<file path="config.mk">
export PLATFORM = sky130hd
export DESIGN_NAME = ebs_sequencer
export DESIGN_NICKNAME = d
export VERILOG_FILES = /design/src/rtl/ebs_pkg.sv /design/src/rtl/ebs_timer.sv /design/src/rtl/ebs_sequencer.sv
export VERILOG_INCLUDE_DIRS = /design/src /design/src/rtl
export SDC_FILE = /design/constraint.sdc
export NUM_CORES = 1
export LEC_CHECK = 0
export BUFFER_PORTS_ARGS = -buffer_cell sky130_fd_sc_hd__buf_2
export CAP_MARGIN = 40
export CORE_MARGIN = 5
export CORE_UTILIZATION = 48
export CTS_CLUSTER_SIZE = 25
export DETAILED_ROUTE_END_ITERATION = 12
export HOLD_SLACK_MARGIN = 0.1
export PLACE_DENSITY = 0.84
export SLEW_MARGIN = 20
export SYNTH_ARGS = -nofsm -noshare
export SYNTH_HDL_FRONTEND = slang
export SYNTH_SLANG_ARGS = --single-unit
</file>
<file path="constraint.sdc">
create_clock -name clock_in -period 2.3 [get_ports clock_in]
set_input_delay 0.115 -clock clock_in [delete_from_list [all_inputs] [get_ports clock_in]]
set_output_delay 0.115 -clock clock_in [all_outputs]
set_load 0.02 [all_outputs]
</file>
<file path="src/rtl/ebs_defs.svh">
// constants for the external brake sequencer
`ifndef EBS_DEFS_SVH
`define EBS_DEFS_SVH
`define EBS_CTRL_ACTIVE     2'h1
`define EBS_WAIT_MAX_MS     16'h1388
`define EBS_CLK_HZ          50000000
`define EBS_MS_CYCLES       ((`EBS_CLK_HZ) / 1000)
`define EBS_FAULT_NONE      8'h00
`define EBS_FAULT_START     8'h20
`define EBS_FAULT_STOP      8'h24
`define EBS_FREQ_ZERO       16'h0000
`endif

</file>
<file path="src/rtl/ebs_pkg.sv">
// types for the external brake sequencer
package ebs_pkg;
  typedef enum logic [3:0] {
    EBS_IDLE      = 4'h0,
    EBS_RAMP_UP   = 4'h1,
    EBS_REL_WAIT  = 4'h2,
    EBS_CONF_WAIT = 4'h3,
    EBS_ACC_WAIT  = 4'h4,
    EBS_RUN       = 4'h5,
    EBS_RAMP_DN   = 4'h6,
    EBS_ENG_WAIT  = 4'h7,
    EBS_STOP_WAIT = 4'h8,
    EBS_TO_ZERO   = 4'h9,
    EBS_FAULT     = 4'hA
  } ebs_state_t;

  // wait times in milliseconds, each 0 to 5000
  typedef struct packed {
    logic [15:0] release_wait_time;
    logic [15:0] accel_wait_time;
    logic [15:0] stop_wait_time;
    logic [15:0] confirm_wait_time;
  } ebs_times_t;

  typedef struct packed {
    logic       cmd_start;
    logic       cmd_stop;
    logic       at_target;
    logic       current_ok;
  } ebs_drive_in_t;

  typedef struct packed {
    logic [15:0] freq_target;
    logic        ramp_enable;
  } ebs_drive_out_t;
endpackage

</file>
<file path="src/rtl/ebs_timer.sv">
// millisecond wait timer for the brake sequencer
`timescale 1ns/1ps
`default_nettype none
`include "ebs_defs.svh"
module ebs_timer #(
  parameter int unsigned MS_CYCLES = `EBS_MS_CYCLES
) (
  // clock and reset
  input  wire logic        clock_in,
  input  wire logic        rst_b_in,
  // control
  input  wire logic        load_in,
  input  wire logic [15:0] ms_in,
  output logic             done_out
);
  typedef struct packed {
    logic [31:0] tick;
    logic [15:0] ms_left;
    logic        run;
  } ebs_tmr_state_t;

  ebs_tmr_state_t s_q, s_d;

  function automatic logic [15:0] ebs_clamp(input logic [15:0] v);
    return (v > `EBS_WAIT_MAX_MS) ? 16'(`EBS_WAIT_MAX_MS) : v;
  endfunction

  always_comb begin
    s_d = s_q;
    if (load_in) begin
      s_d.ms_left = ebs_clamp(ms_in);
      s_d.tick    = 32'h0;
      s_d.run     = 1'b1;
    end else if (s_q.run) begin
      if (s_q.ms_left == 16'h0) begin
        s_d.run = 1'b0;
      end else if (s_q.tick == 32'(MS_CYCLES - 1)) begin
        s_d.tick    = 32'h0;
        s_d.ms_left = s_q.ms_left - 16'h1;
      end else begin
        s_d.tick = s_q.tick + 32'h1;
      end
    end
  end

  always_ff @(posedge clock_in) begin
    if (!rst_b_in) begin
      s_q <= '0;
    end else begin
      s_q <= s_d;
    end
  end

  // done for one cycle after expiry; kept off load_in, since the
  // caller loads on done and would otherwise close a loop
  assign done_out = s_q.run && (s_q.ms_left == 16'h0);
endmodule
`default_nettype wire

</file>
<file path="src/rtl/ebs_sequencer.sv">
// external brake sequencer: start and stop brake handling
`timescale 1ns/1ps
`default_nettype none
`include "ebs_defs.svh"
// Notes on behaviour
// - sequence runs only when brake control enable equals 01
// - on start, ramp to brake enable frequency and hold there
// - at that frequency, start release wait timer
// - timer expired and current reached: assert brake release output
// - timer expired without current: assert brake fault instead
// - release asserted starts confirm wait timer
// - confirm before timeout starts acceleration wait timer
// - after acceleration wait, ramp to setpoint frequency
// - no confirm by timeout: drop release, fault, code E32
// - stop: ramp to brake frequency, drop release, start confirm timer
// - confirm still high at timeout: fault, code E36
// - confirm dropped: wait stop time, then ramp to 0 Hz
// - all four wait times programmable from 0 to 5 s
module ebs_sequencer #(
  parameter int unsigned MS_CYCLES = `EBS_MS_CYCLES
) (
  // clock and reset
  input  wire logic                    clock_in,
  input  wire logic                    rst_b_in,
  // configuration
  input  wire logic [1:0]              brake_control_enable_in,
  input  wire ebs_pkg::ebs_times_t     times_in,
  input  wire logic [15:0]             brake_enable_frequency_in,
  input  wire logic [15:0]             setpoint_frequency_in,
  // drive interface
  input  wire ebs_pkg::ebs_drive_in_t  drive_in,
  output ebs_pkg::ebs_drive_out_t      drive_out,
  // brake pins and fault
  input  wire logic                    brake_confirm_input_in,
  input  wire logic                    fault_clear_in,
  output logic                         brake_release_output_out,
  output logic                         brake_fault_output_out,
  output logic [7:0]                   fault_code_out,
  output logic [3:0]                   state_out
);
  import ebs_pkg::*;

  typedef struct packed {
    ebs_state_t  st;
    logic [1:0]  conf_sync;
    logic        release_o;
    logic        fault_o;
    logic [7:0]  code;
    logic [15:0] freq;
    logic        ramp;
  } ebs_seq_state_t;

  ebs_seq_state_t s_q, s_d;
  logic           tmr_load;
  logic [15:0]    tmr_ms;
  logic           tmr_done;
  logic           active;
  logic           confirm;

  ebs_timer #(.MS_CYCLES(MS_CYCLES)) u_timer (
    .clock_in (clock_in),
    .rst_b_in (rst_b_in),
    .load_in  (tmr_load),
    .ms_in    (tmr_ms),
    .done_out (tmr_done)
  );

  assign active  = (brake_control_enable_in == `EBS_CTRL_ACTIVE);
  // confirm pin is asynchronous, read only after two flops
  assign confirm = s_q.conf_sync[1];

  always_comb begin
    s_d           = s_q;
    s_d.conf_sync = {s_q.conf_sync[0], brake_confirm_input_in};
    tmr_load      = 1'b0;
    tmr_ms        = 16'h0;
    unique case (s_q.st)
      EBS_IDLE: begin
        s_d.release_o = 1'b0;
        s_d.freq      = `EBS_FREQ_ZERO;
        s_d.ramp      = 1'b0;
        if (active && drive_in.cmd_start) begin
          s_d.freq = brake_enable_frequency_in;
          s_d.ramp = 1'b1;
          s_d.st   = EBS_RAMP_UP;
        end
      end
      EBS_RAMP_UP: begin
        if (drive_in.at_target) begin
          tmr_load = 1'b1;
          tmr_ms   = times_in.release_wait_time;
          s_d.st   = EBS_REL_WAIT;
        end
      end
      EBS_REL_WAIT: begin
        if (tmr_done) begin
          if (drive_in.current_ok) begin
            s_d.release_o = 1'b1;
            tmr_load = 1'b1;
            tmr_ms   = times_in.confirm_wait_time;
            s_d.st   = EBS_CONF_WAIT;
          end else begin
            s_d.fault_o = 1'b1;
            s_d.st      = EBS_FAULT;
          end
        end
      end
      EBS_CONF_WAIT: begin
        if (confirm) begin
          tmr_load = 1'b1;
          tmr_ms   = times_in.accel_wait_time;
          s_d.st   = EBS_ACC_WAIT;
        end else if (tmr_done) begin
          s_d.release_o = 1'b0;
          s_d.fault_o   = 1'b1;
          s_d.code      = `EBS_FAULT_START;
          s_d.st        = EBS_FAULT;
        end
      end
      EBS_ACC_WAIT: begin
        if (tmr_done) begin
          s_d.freq = setpoint_frequency_in;
          s_d.st   = EBS_RUN;
        end
      end
      EBS_RUN: begin
        s_d.freq = setpoint_frequency_in;
        // stop ramps down to brake frequency
        if (drive_in.cmd_stop) begin
          s_d.freq = brake_enable_frequency_in;
          s_d.st   = EBS_RAMP_DN;
        end
      end
      EBS_RAMP_DN: begin
        if (drive_in.at_target) begin
          s_d.release_o = 1'b0;
          tmr_load      = 1'b1;
          tmr_ms        = times_in.confirm_wait_time;
          s_d.st        = EBS_ENG_WAIT;
        end
      end
      EBS_ENG_WAIT: begin
        if (!confirm) begin
          tmr_load = 1'b1;
          tmr_ms   = times_in.stop_wait_time;
          s_d.st   = EBS_STOP_WAIT;
        end else if (tmr_done) begin
          s_d.fault_o = 1'b1;
          s_d.code    = `EBS_FAULT_STOP;
          s_d.st      = EBS_FAULT;
        end
      end
      EBS_STOP_WAIT: begin
        if (tmr_done) begin
          s_d.freq = `EBS_FREQ_ZERO;
          s_d.st   = EBS_TO_ZERO;
        end
      end
      EBS_TO_ZERO: begin
        if (drive_in.at_target) begin
          s_d.ramp = 1'b0;
          s_d.st   = EBS_IDLE;
        end
      end
      EBS_FAULT: begin
        s_d.release_o = 1'b0;
        s_d.ramp      = 1'b0;
        s_d.freq      = `EBS_FREQ_ZERO;
        if (fault_clear_in) begin
          s_d.fault_o = 1'b0;
          s_d.code    = `EBS_FAULT_NONE;
          s_d.st      = EBS_IDLE;
        end
      end
      default: begin
        s_d.st = EBS_IDLE;
      end
    endcase
    if (!active && s_q.st != EBS_FAULT) begin
      s_d.st        = EBS_IDLE;
      s_d.release_o = 1'b0;
      s_d.freq      = `EBS_FREQ_ZERO;
      s_d.ramp      = 1'b0;
    end
  end

  always_ff @(posedge clock_in) begin
    if (!rst_b_in) begin
      s_q <= '{st: EBS_IDLE, code: `EBS_FAULT_NONE,
               freq: `EBS_FREQ_ZERO, default: '0};
    end else begin
      s_q <= s_d;
    end
  end

  assign brake_release_output_out = s_q.release_o;
  assign brake_fault_output_out   = s_q.fault_o;
  assign fault_code_out           = s_q.code;
  assign state_out                = s_q.st;
  assign drive_out                = '{freq_target: s_q.freq,
                                      ramp_enable: s_q.ramp};
endmodule
`default_nettype wire

</file>
# Word-level counts from Yosys, hierarchy flattened
# Index checks and enable logic that the tools add are counted.
# totals
word_cells	121
out_inout_bits	31
in_bits	106
ff_bits	82
# classes
eq_ne	29
muxes	52
n_lt_le_gt_ge	1
n_reduce_logical	25
n_addsub	2
bitwise	2
# ops
cell	count
$mux 16	12
$pmux 16 s5	2
$mux 4	13
$mux 17	3
$pmux 4 s11	1
$add 32x1->32 const B	1
$eq 32x16->1 const B	1
$mux 32	1
$ne 2x2->1 const B	16
$mux 9	3
$pmux 8 s3	1
$mux 10	2
$eq 4x3->1 const B	4
$gt 16x13->1 const B	1
$logic_not 16->1	1
$sub 16x1->16 const B	1
$eq 4x4->1 const B	3
$pmux 1 s4	3
$reduce_and 6->1	2
$mux 1	9
$reduce_and 9->1	1
$eq 4x2->1 const B	2
$reduce_and 8->1	1
$reduce_bool 4->1	2
other kinds (15)	25

# Longest topological paths before layout
# Gate-level depths: netlist (run 1).
# logic_depth
word_depth	7
depth_mapped	12
ltp_nobuf	10

# Cells and area by module
# From an unflattened synthesis (run 1), not the netlist that was laid out.
# unflattened
cells_unflattened	640
area_unflattened_um2	5104.9
# by_module_without_submodules
module	area_per_inst_um2	seq_area_each_um2	instances	cells_per_inst
ebs_timer	2967.8	980.9	1	366
ebs_sequencer	2137.0	540.5	1	274

# Worst setup path after synthesis (run 1)
# No wires, ideal clock.
# synth_timing
path_kind	reg-to-reg
from	register s_q (netlist bit state_out[2])
to	register u_timer.s_q[7] (netlist name)
setup_slack_ns	-0.109
setup_ns	0.126
path_buffers	0
required_ns	2.174
arrival_time_ns	2.283
synth_period_minus_slack_ns	2.409
path_stages_with_launch	9
cell_sequence	dfxtp_1 -> and2b_4 -> and3_1 -> a221o_1 -> a211oi_1 -> nor3b_4 -> a31oi_4 -> a31oi_2 -> o31ai_1
# synth_between
elab_chain_len	5
word_cells_on_any_way	15
classes_between	order compare: 1; eq/ne: 6; mux: 4; reduce/logical: 4
# synth_lines
item	line_no	source
from (decl)	ebs_sequencer.sv:53	ebs_seq_state_t s_q, s_d;
from (signal assigned)	ebs_sequencer.sv:189	s_q <= '{st: EBS_IDLE, code: `EBS_FAULT_NONE,
$eq 4x3->1 (tied with other cells)	ebs_sequencer.sv:77	unique case (s_q.st)
$pmux 16 s5 or $reduce_or 2->1 (tied branches)	--	
$gt 16x13->1 (no source line) or $pmux 1 s4 (tied branches)	--	
$mux 16 (tied with other cells)	ebs_timer.sv:25	return (v > `EBS_WAIT_MAX_MS) ? 16'(`EBS_WAIT_MAX_MS) : v;
$mux 17 or $reduce_and 3->1 (tied branches)	--	
to (signal assigned)	ebs_timer.sv:48	s_q <= '0;
to (signal assigned)	ebs_timer.sv:50	s_q <= s_d;
to (decl)	ebs_timer.sv:22	ebs_tmr_state_t s_q, s_d;
# Several ways; a longest one is shown, not always the timed one.
# A chain may end at the register's enable or synchronous reset.

# Final worst setup path (run 1)
# layout_timing
from	register u_timer.s_q[7] (netlist name)
to	register u_timer.s_q[3] (netlist name)
# layout_between
elab_chain_len	7
word_cells_on_any_way	13
classes_between	order compare: 1; eq/ne: 1; mux: 6; reduce/logical: 5
# layout_lines
item	line_no	source
$logic_not 16->1 *	ebs_timer.sv:35, ebs_timer.sv:56	
$logic_and 1x1->1	ebs_timer.sv:56	assign done_out = s_q.run && (s_q.ms_left == 16'h0);
$mux 16	ebs_sequencer.sv:96	if (tmr_done) begin
$pmux 16 s5	ebs_sequencer.sv:77	
$gt 16x13->1 (no source line)	--	
$mux 16	ebs_timer.sv:25	
$mux 17	ebs_timer.sv:30	if (load_in) begin
# Every way passes the cells marked *; elsewhere a longest branch is shown, timed or not.

==> flow_summary_export.csv, run 1 <==
group,metric,value,unit
outcome,status,"finished with violations",
outcome,violations,"setup timing",
timing,fmax,402,MHz
drt,via_per_inst,6.08,
timing,fin_hold_ws,0.134,ns
setup_path,critPathMaxFanout,7,
grt,grt_max_degree,33,
timing,slew_viol_final,0,
drt,drt_iter0_markers,497,
floorplan,rows,36,
logic_synthesis,yosys_register_bits,76,
logic_synthesis,ys_top_cells_by_count,"dfxtp_1 (76), nor2_1 (75), nand2_1 (46)",
power_and_ir_drop,power,0.00274,W
timing,fin_ws,-0.186,ns
power_and_ir_drop,p_leak,3.01,nW
grt,grt_overflow,0,
logic_synthesis,ys_warn_count,0,
setup_path,cp-start-kind,"flop",
drt,routed_wl,17800,um
final_layout,post-route-util,73.1,%
timing,relSlewSlack,64.3,%
final_layout,layout-drive-gt1-share,43.5,%
logic_synthesis,synth-edff-count,0,
place,routabilityCongestion,0.906,
drt,ant_nets,0,
final_layout,nFillCells,650,
cts,cts_root_buffer,"clkbuf_8",
run,drv_cap,0,
cts,htreeDepth,3,
final_layout,final_nets,935,
final_layout,antennaDiodeCount,0,
logic_synthesis,synth-seq-area-share,31.5,%
drt,detail_route.first_pass.iterations,6,
floorplan,coreArea,9770,um^2
cts,cts.clk_slew.worst_paths,0.09,ns
floorplan,ios,137,
logic_synthesis,synth_ff_type,"dfxtp_1",
drt,vias,5859,
setup_path,critPathKind,"flop to flop",
grt,track_usage,25.9,%
place,hpwl,11900,um
power_and_ir_drop,peakVddDrop,323,uV
setup_path,worstPathArrival,2.74,ns
logic_synthesis,synthCells,592,
floorplan,die-height,110,um
logic_synthesis,ys_top_cells_by_area,"dfxtp_1 (32%), nor2_1 (5.8%), xnor2_1 (4.0%), nand2_1 (3.6%), a211oi_1 (3.3%)",
grt,antenna_found_initial,0,
timing,rsz0062_at_grt,"yes",
drt,wire_per_inst,18.5,um
logic_synthesis,synthArstFlopShare,0,%
floorplan,die_area,12200,um^2
timing,worst_slew_pin_slew,0.536,ns
logic_synthesis,yosysTopAreaCellShare,31.5,%
power_and_ir_drop,powerDensity,383,nW/um^2
cts,cts_buffer_depth,2,
drt,drc,0,
grt,grt_pass1_wl,25300,um
logic_synthesis,synth_top_cell_by_area,"dfxtp_1",
logic_synthesis,syn-cell-area,4830,um^2
setup_path,critPathCaptureType,"flop",
logic_synthesis,avgSynthCellArea,8.15,um^2
timing,setup_viol,44,
place,portBuffers,130,
timing,fin_skew,0.0153,ns
timing,fin_crit_sh,108,%
cts,numCtsBuffers,9,
setup_path,r2r_slack,-0.19,ns
cts,cts.sinks,76,
setup_path,required,2.55,ns
cts,insertion_delay,0.35,ns
logic_synthesis,synthMostInstantiatedCell,"dfxtp_1",
timing,hold_viol,0,
floorplan,initial_core_util,49.4,%
min_path,hold_path.class,"primary input to flop",
cts,cts_tree,"yes",
timing,min_period,2.49,ns
logic_synthesis,synthDistinctLibCells,86,
final_layout,area_delta_synth_final,48.1,%
grt,grt_pass1_vias,5490,
floorplan,die_w,110,um
==> cell type report <==
cell class,instances,area [um^2],area share (%)
inverter,13,48.8,0.683
clock buffer,9,124,1.73
clock inverter,6,88.8,1.24
tap,133,166,2.33
timing repair buffer,255,1720,24.1
sequential,76,1540,21.6
multi-input combinational,471,3460,48.4
==> power by group <==
| part | internal (W) | switching [W] | leakage [nW] |
|---|---|---|---|
| combinational | 0.000135 | 0.000138 | 2.29 |
| clock | 0.000608 | 0.000532 | 0.110 |
| sequential | 0.00132 | 0.00000525 | 0.618 |
==> metal layers <==
| layer | GRT usage, % | share of wire [%] |
|---|---|---|
| met1 | 31.5 | 39 |
| met2 | 44.2 | 48 |
| met3 | 4.83 | 8.7 |
| met4 | 12.0 | 3.5 |
| met5 | 0 | 0 |
==> path summary, 6_finish.rpt <==
check	cells after the start	endpoint	from
setup reg to reg	8	u_timer.s_q[3]	u_timer.s_q[7]
setup / recovery	8	u_timer.s_q[3]	u_timer.s_q[7]
hold reg to reg	1	confirm	s_d[28]
hold / removal	3	drive_out[5]	brake_enable_frequency_in[4]
==> flip-flops by register name (all words and copies together) (netlist names) <==
signal,cells
u_timer.s_q,49
drive_out,17
state_out,4
fault_code_out,2
brake_fault_output_out,1
brake_release_output_out,1
confirm,1
s_d,1
==> timing repair <==
item                                    in CTS  in global routing
hold buffers                                 1                  0
gates cloned                                 1                  3
pin swaps                                   25                 31
endpoints found under the setup margin      28                 63
setup buffers                                4                 15
hold endpoints to repair                     1                  0
resized for setup                           29                 59
==> critical path, cell delays in order, from the launching register on <==
cell	delay [ns]
dfxtp_1	0.34
or4_4	0.54
or3_4	0.38
o2111ai_4	0.29
nand3b_4	0.20
and3_4	0.25
a21oi_2	0.15
o22ai_2	0.07
and2_1	0.16
==> cells in the final DEF (no fill, tap or decap), types with 5 or more instances in the layout <==
master,instances
a211oi_1,20
a21boi_0,5
a21oi_1,29
a222oi_1,8
a22oi_1,17
and2_1,9
and3_1,7
and4_1,5
buf_2,130
buf_4,108
buf_6,10
clkbuf_8,9
conb_1,6
dfxtp_1,67
dfxtp_2,6
inv_1,10
nand2_1,44
nand3_1,11
nand3b_1,8
nand4_1,14
nor2_1,70
nor3_1,14
nor3_2,5
nor4_2,5
nor4_4,5
o21ai_0,20
o21ai_1,5
or3_1,8
xnor2_1,22
xor2_1,10
==> cells by family after synthesis <==
family | count (synthesis) | share of synthesized area [%]
fa+ha+maj | 3 | 0.778
simple gates | 258 | 30.0
buf+inv | 51 | 5.11
flops | 76 | 31.5
other cells | 1 | 0.0777
mux | 3 | 0.648
xor+xnor | 32 | 5.81
compound gates | 168 | 26.0
==> per-stage QoR <==
| step | std cells | area, um^2 | setup TNS, ns | worst slack, ns |
|---|---|---|---|---|
| floorplan | 597 | 4890 | -0.179 | -0.0514 |
| global placement | 925 | 6310 | -1.05 | -0.140 |
| detailed placement | 925 | 6310 | -2.35 | -0.214 |
| CTS | 946 | 6690 | -0.885 | -0.106 |
| global route | 963 | 7150 | -6.74 | -0.273 |
| finish | 963 | 7150 | -3.64 | -0.186 |
Note: power is estimated with default switching activity, not from simulation.
==> run 2: changes to the inputs <==
--- a/config.mk
+++ b/config.mk
@@ -9,11 +9,11 @@
 export BUFFER_PORTS_ARGS = -buffer_cell sky130_fd_sc_hd__buf_2
 export CAP_MARGIN = 40
 export CORE_MARGIN = 5
-export CORE_UTILIZATION = 48
+export CORE_UTILIZATION = 46
 export CTS_CLUSTER_SIZE = 25
 export DETAILED_ROUTE_END_ITERATION = 12
 export HOLD_SLACK_MARGIN = 0.1
-export PLACE_DENSITY = 0.84
+export PLACE_DENSITY = 0.82
 export SLEW_MARGIN = 20
 export SYNTH_ARGS = -nofsm -noshare
 export SYNTH_HDL_FRONTEND = slang
==> run 2 against run 1 <==
Effect of this change: the flow still finishes with violations (setup timing); sequential cell count is the same; critical path depth grew 2; worst hold slack lost 0.0025 ns; core utilization shrank 4.2 points; design area shrank 0.84%.
==> flow_summary_export.csv, run 2 (synthesized netlist as in run 1, its figures left out) <==
group,metric,value,unit
timing,fin_ws,-0.146,ns
setup_path,cp-start-kind,"flop",
final_layout,final_nets,933,
floorplan,die-height,112,um
drt,via_per_inst,5.98,
final_layout,largest_register_ffs,49,
setup_path,critPathKind,"flop to flop",
place,hpwl,11500,um
final_layout,regMostFlops,"u_timer.s_q",
power_and_ir_drop,power,0.00266,W
timing,fmax,409,MHz
drt,detail_route.first_pass.iterations,6,
floorplan,die_w,112,um
cts,cts.sinks,76,
setup_path,critPathCaptureType,"flop",
place,portBuffers,130,
grt,antenna_found_initial,0,
outcome,status,"finished with violations",
final_layout,layout.cells.non_filler,965,
timing,hold_viol,0,
grt,grt_max_degree,33,
drt,routed_wl,17200,um
final_layout,layout_commonest_cell,"buf_2",
floorplan,coreArea,10300,um^2
run,drv_cap,0,
grt,grt_overflow,0,
timing,setup_viol,35,
final_layout,layout-drive-gt1-share,44.3,%
timing,rsz0062_at_grt,"yes",
cts,cts_root_buffer,"clkbuf_8",
cts,insertion_delay,0.35,ns
grt,track_usage,24.2,%
timing,min_period,2.45,ns
drt,vias,5766,
cts,cts_buffer_depth,2,
final_layout,area_delta_synth_final,46.8,%
timing,fin_skew,0.0192,ns
power_and_ir_drop,p_leak,2.99,nW
floorplan,rows,37,
floorplan,ios,137,
final_layout,regArea,1540,um^2
final_layout,antennaDiodeCount,0,
outcome,violations,"setup timing",
final_layout,final_cell_mix,"buf_2 (130), buf_4 (105), nor2_1 (68)",
setup_path,r2r_slack,-0.15,ns
drt,drc,0,
cts,cts.clk_slew.worst_paths,0.09,ns
floorplan,initial_core_util,47.0,%
min_path,hold_path_depth,3,
setup_path,required,2.53,ns
setup_path,worst_r2r_path_depth,10,
place,dp_cells,924,
cts,htreeDepth,3,
min_path,hold_path.class,"primary input to flop",
setup_path,critPathMaxFanout,3,
drt,drt_iter0_markers,564,
cts,numCtsBuffers,9,
timing,fin_crit_sh,106,%
final_layout,multi_input_area,3450,um^2
setup_path,worstPathArrival,2.67,ns
power_and_ir_drop,peakVddDrop,319,uV
timing,slew_viol_final,0,
cts,cts_tree,"yes",
final_layout,nFillCells,738,
place,routabilityCongestion,0.924,
drt,ant_nets,0,
grt,grt_pass1_wl,26100,um
drt,wire_per_inst,17.8,um
power_and_ir_drop,powerDensity,375,nW/um^2
floorplan,die_area,12600,um^2
grt,grt_pass1_vias,5609,
## run 2: layout make-up
| type | instances | share of cell area [%] |
|---|---|---|
| clock inverter | 6 | 0.971 |
| multi-input combinational | 470 | 48.6 |
| tap | 136 | 2.40 |
| clock buffer | 10 | 1.94 |
| sequential | 76 | 21.8 |
| inverter | 13 | 0.689 |
| timing repair buffer | 254 | 23.6 |
## run 2: path summary, 6_finish.rpt
path                                                    from               to
worst max-delay path                          u_timer.s_q[7]  u_timer.s_q[48]
worst min-delay path            brake_enable_frequency_in[3]     drive_out[4]
worst max register to register                u_timer.s_q[7]  u_timer.s_q[48]
worst min register to register                       s_d[28]          confirm
## run 2: critical path: stages (launching register included)
cell and delay [ns]:
dfxtp_4 0.36, or4_4 0.55, or3_4 0.38, buf_6 0.15, o21ai_4 0.24, nor3_4 0.10, nand4_1 0.14, buf_4 0.17
nor3_2 0.06, xnor2_1 0.13, nor2_1 0.06
## run 2: where the power goes
group	internal (W)	switching, W	total, W
clock network	0.000539	0.000544	0.00108
registers	0.00132	0.00000399	0.00132
logic	0.000122	0.000134	0.000256
## run 2: repair_timing
item                       CTS  global route
pin swaps                   32            26
setup buffers               15             9
resized for setup           56            48
hold endpoints to repair     1             0
setup endpoints to repair   48            50
hold buffers                 1             0
## run 2: through the flow
stage	worst slack [ns]	util [%]	setup TNS, ns	hold slack (ns)	area, um^2
2_1_floorplan	-0.0514	-	-0.179	0.242	4890
3_3_place_gp	-0.228	61.0	-2.95	0.326	6270
3_5_place_dp	-0.326	61.0	-6.48	0.332	6270
4_1_cts	-0.0633	66.3	-0.343	0.124	6810
5_1_grt	-0.242	69.0	-5.34	0.132	7090
6_report	-0.146	69.0	-1.56	0.132	7090
## run 2: per-layer routing
metal  GRT usage (%)  part of all wire [%]  up-vias
met5               0                     0        -
met4            7.93                   3.5        0
met3            4.85                   7.8       69
met2            42.2                    49      327
met1            30.0                    40     2700
li1                -                     -     2670
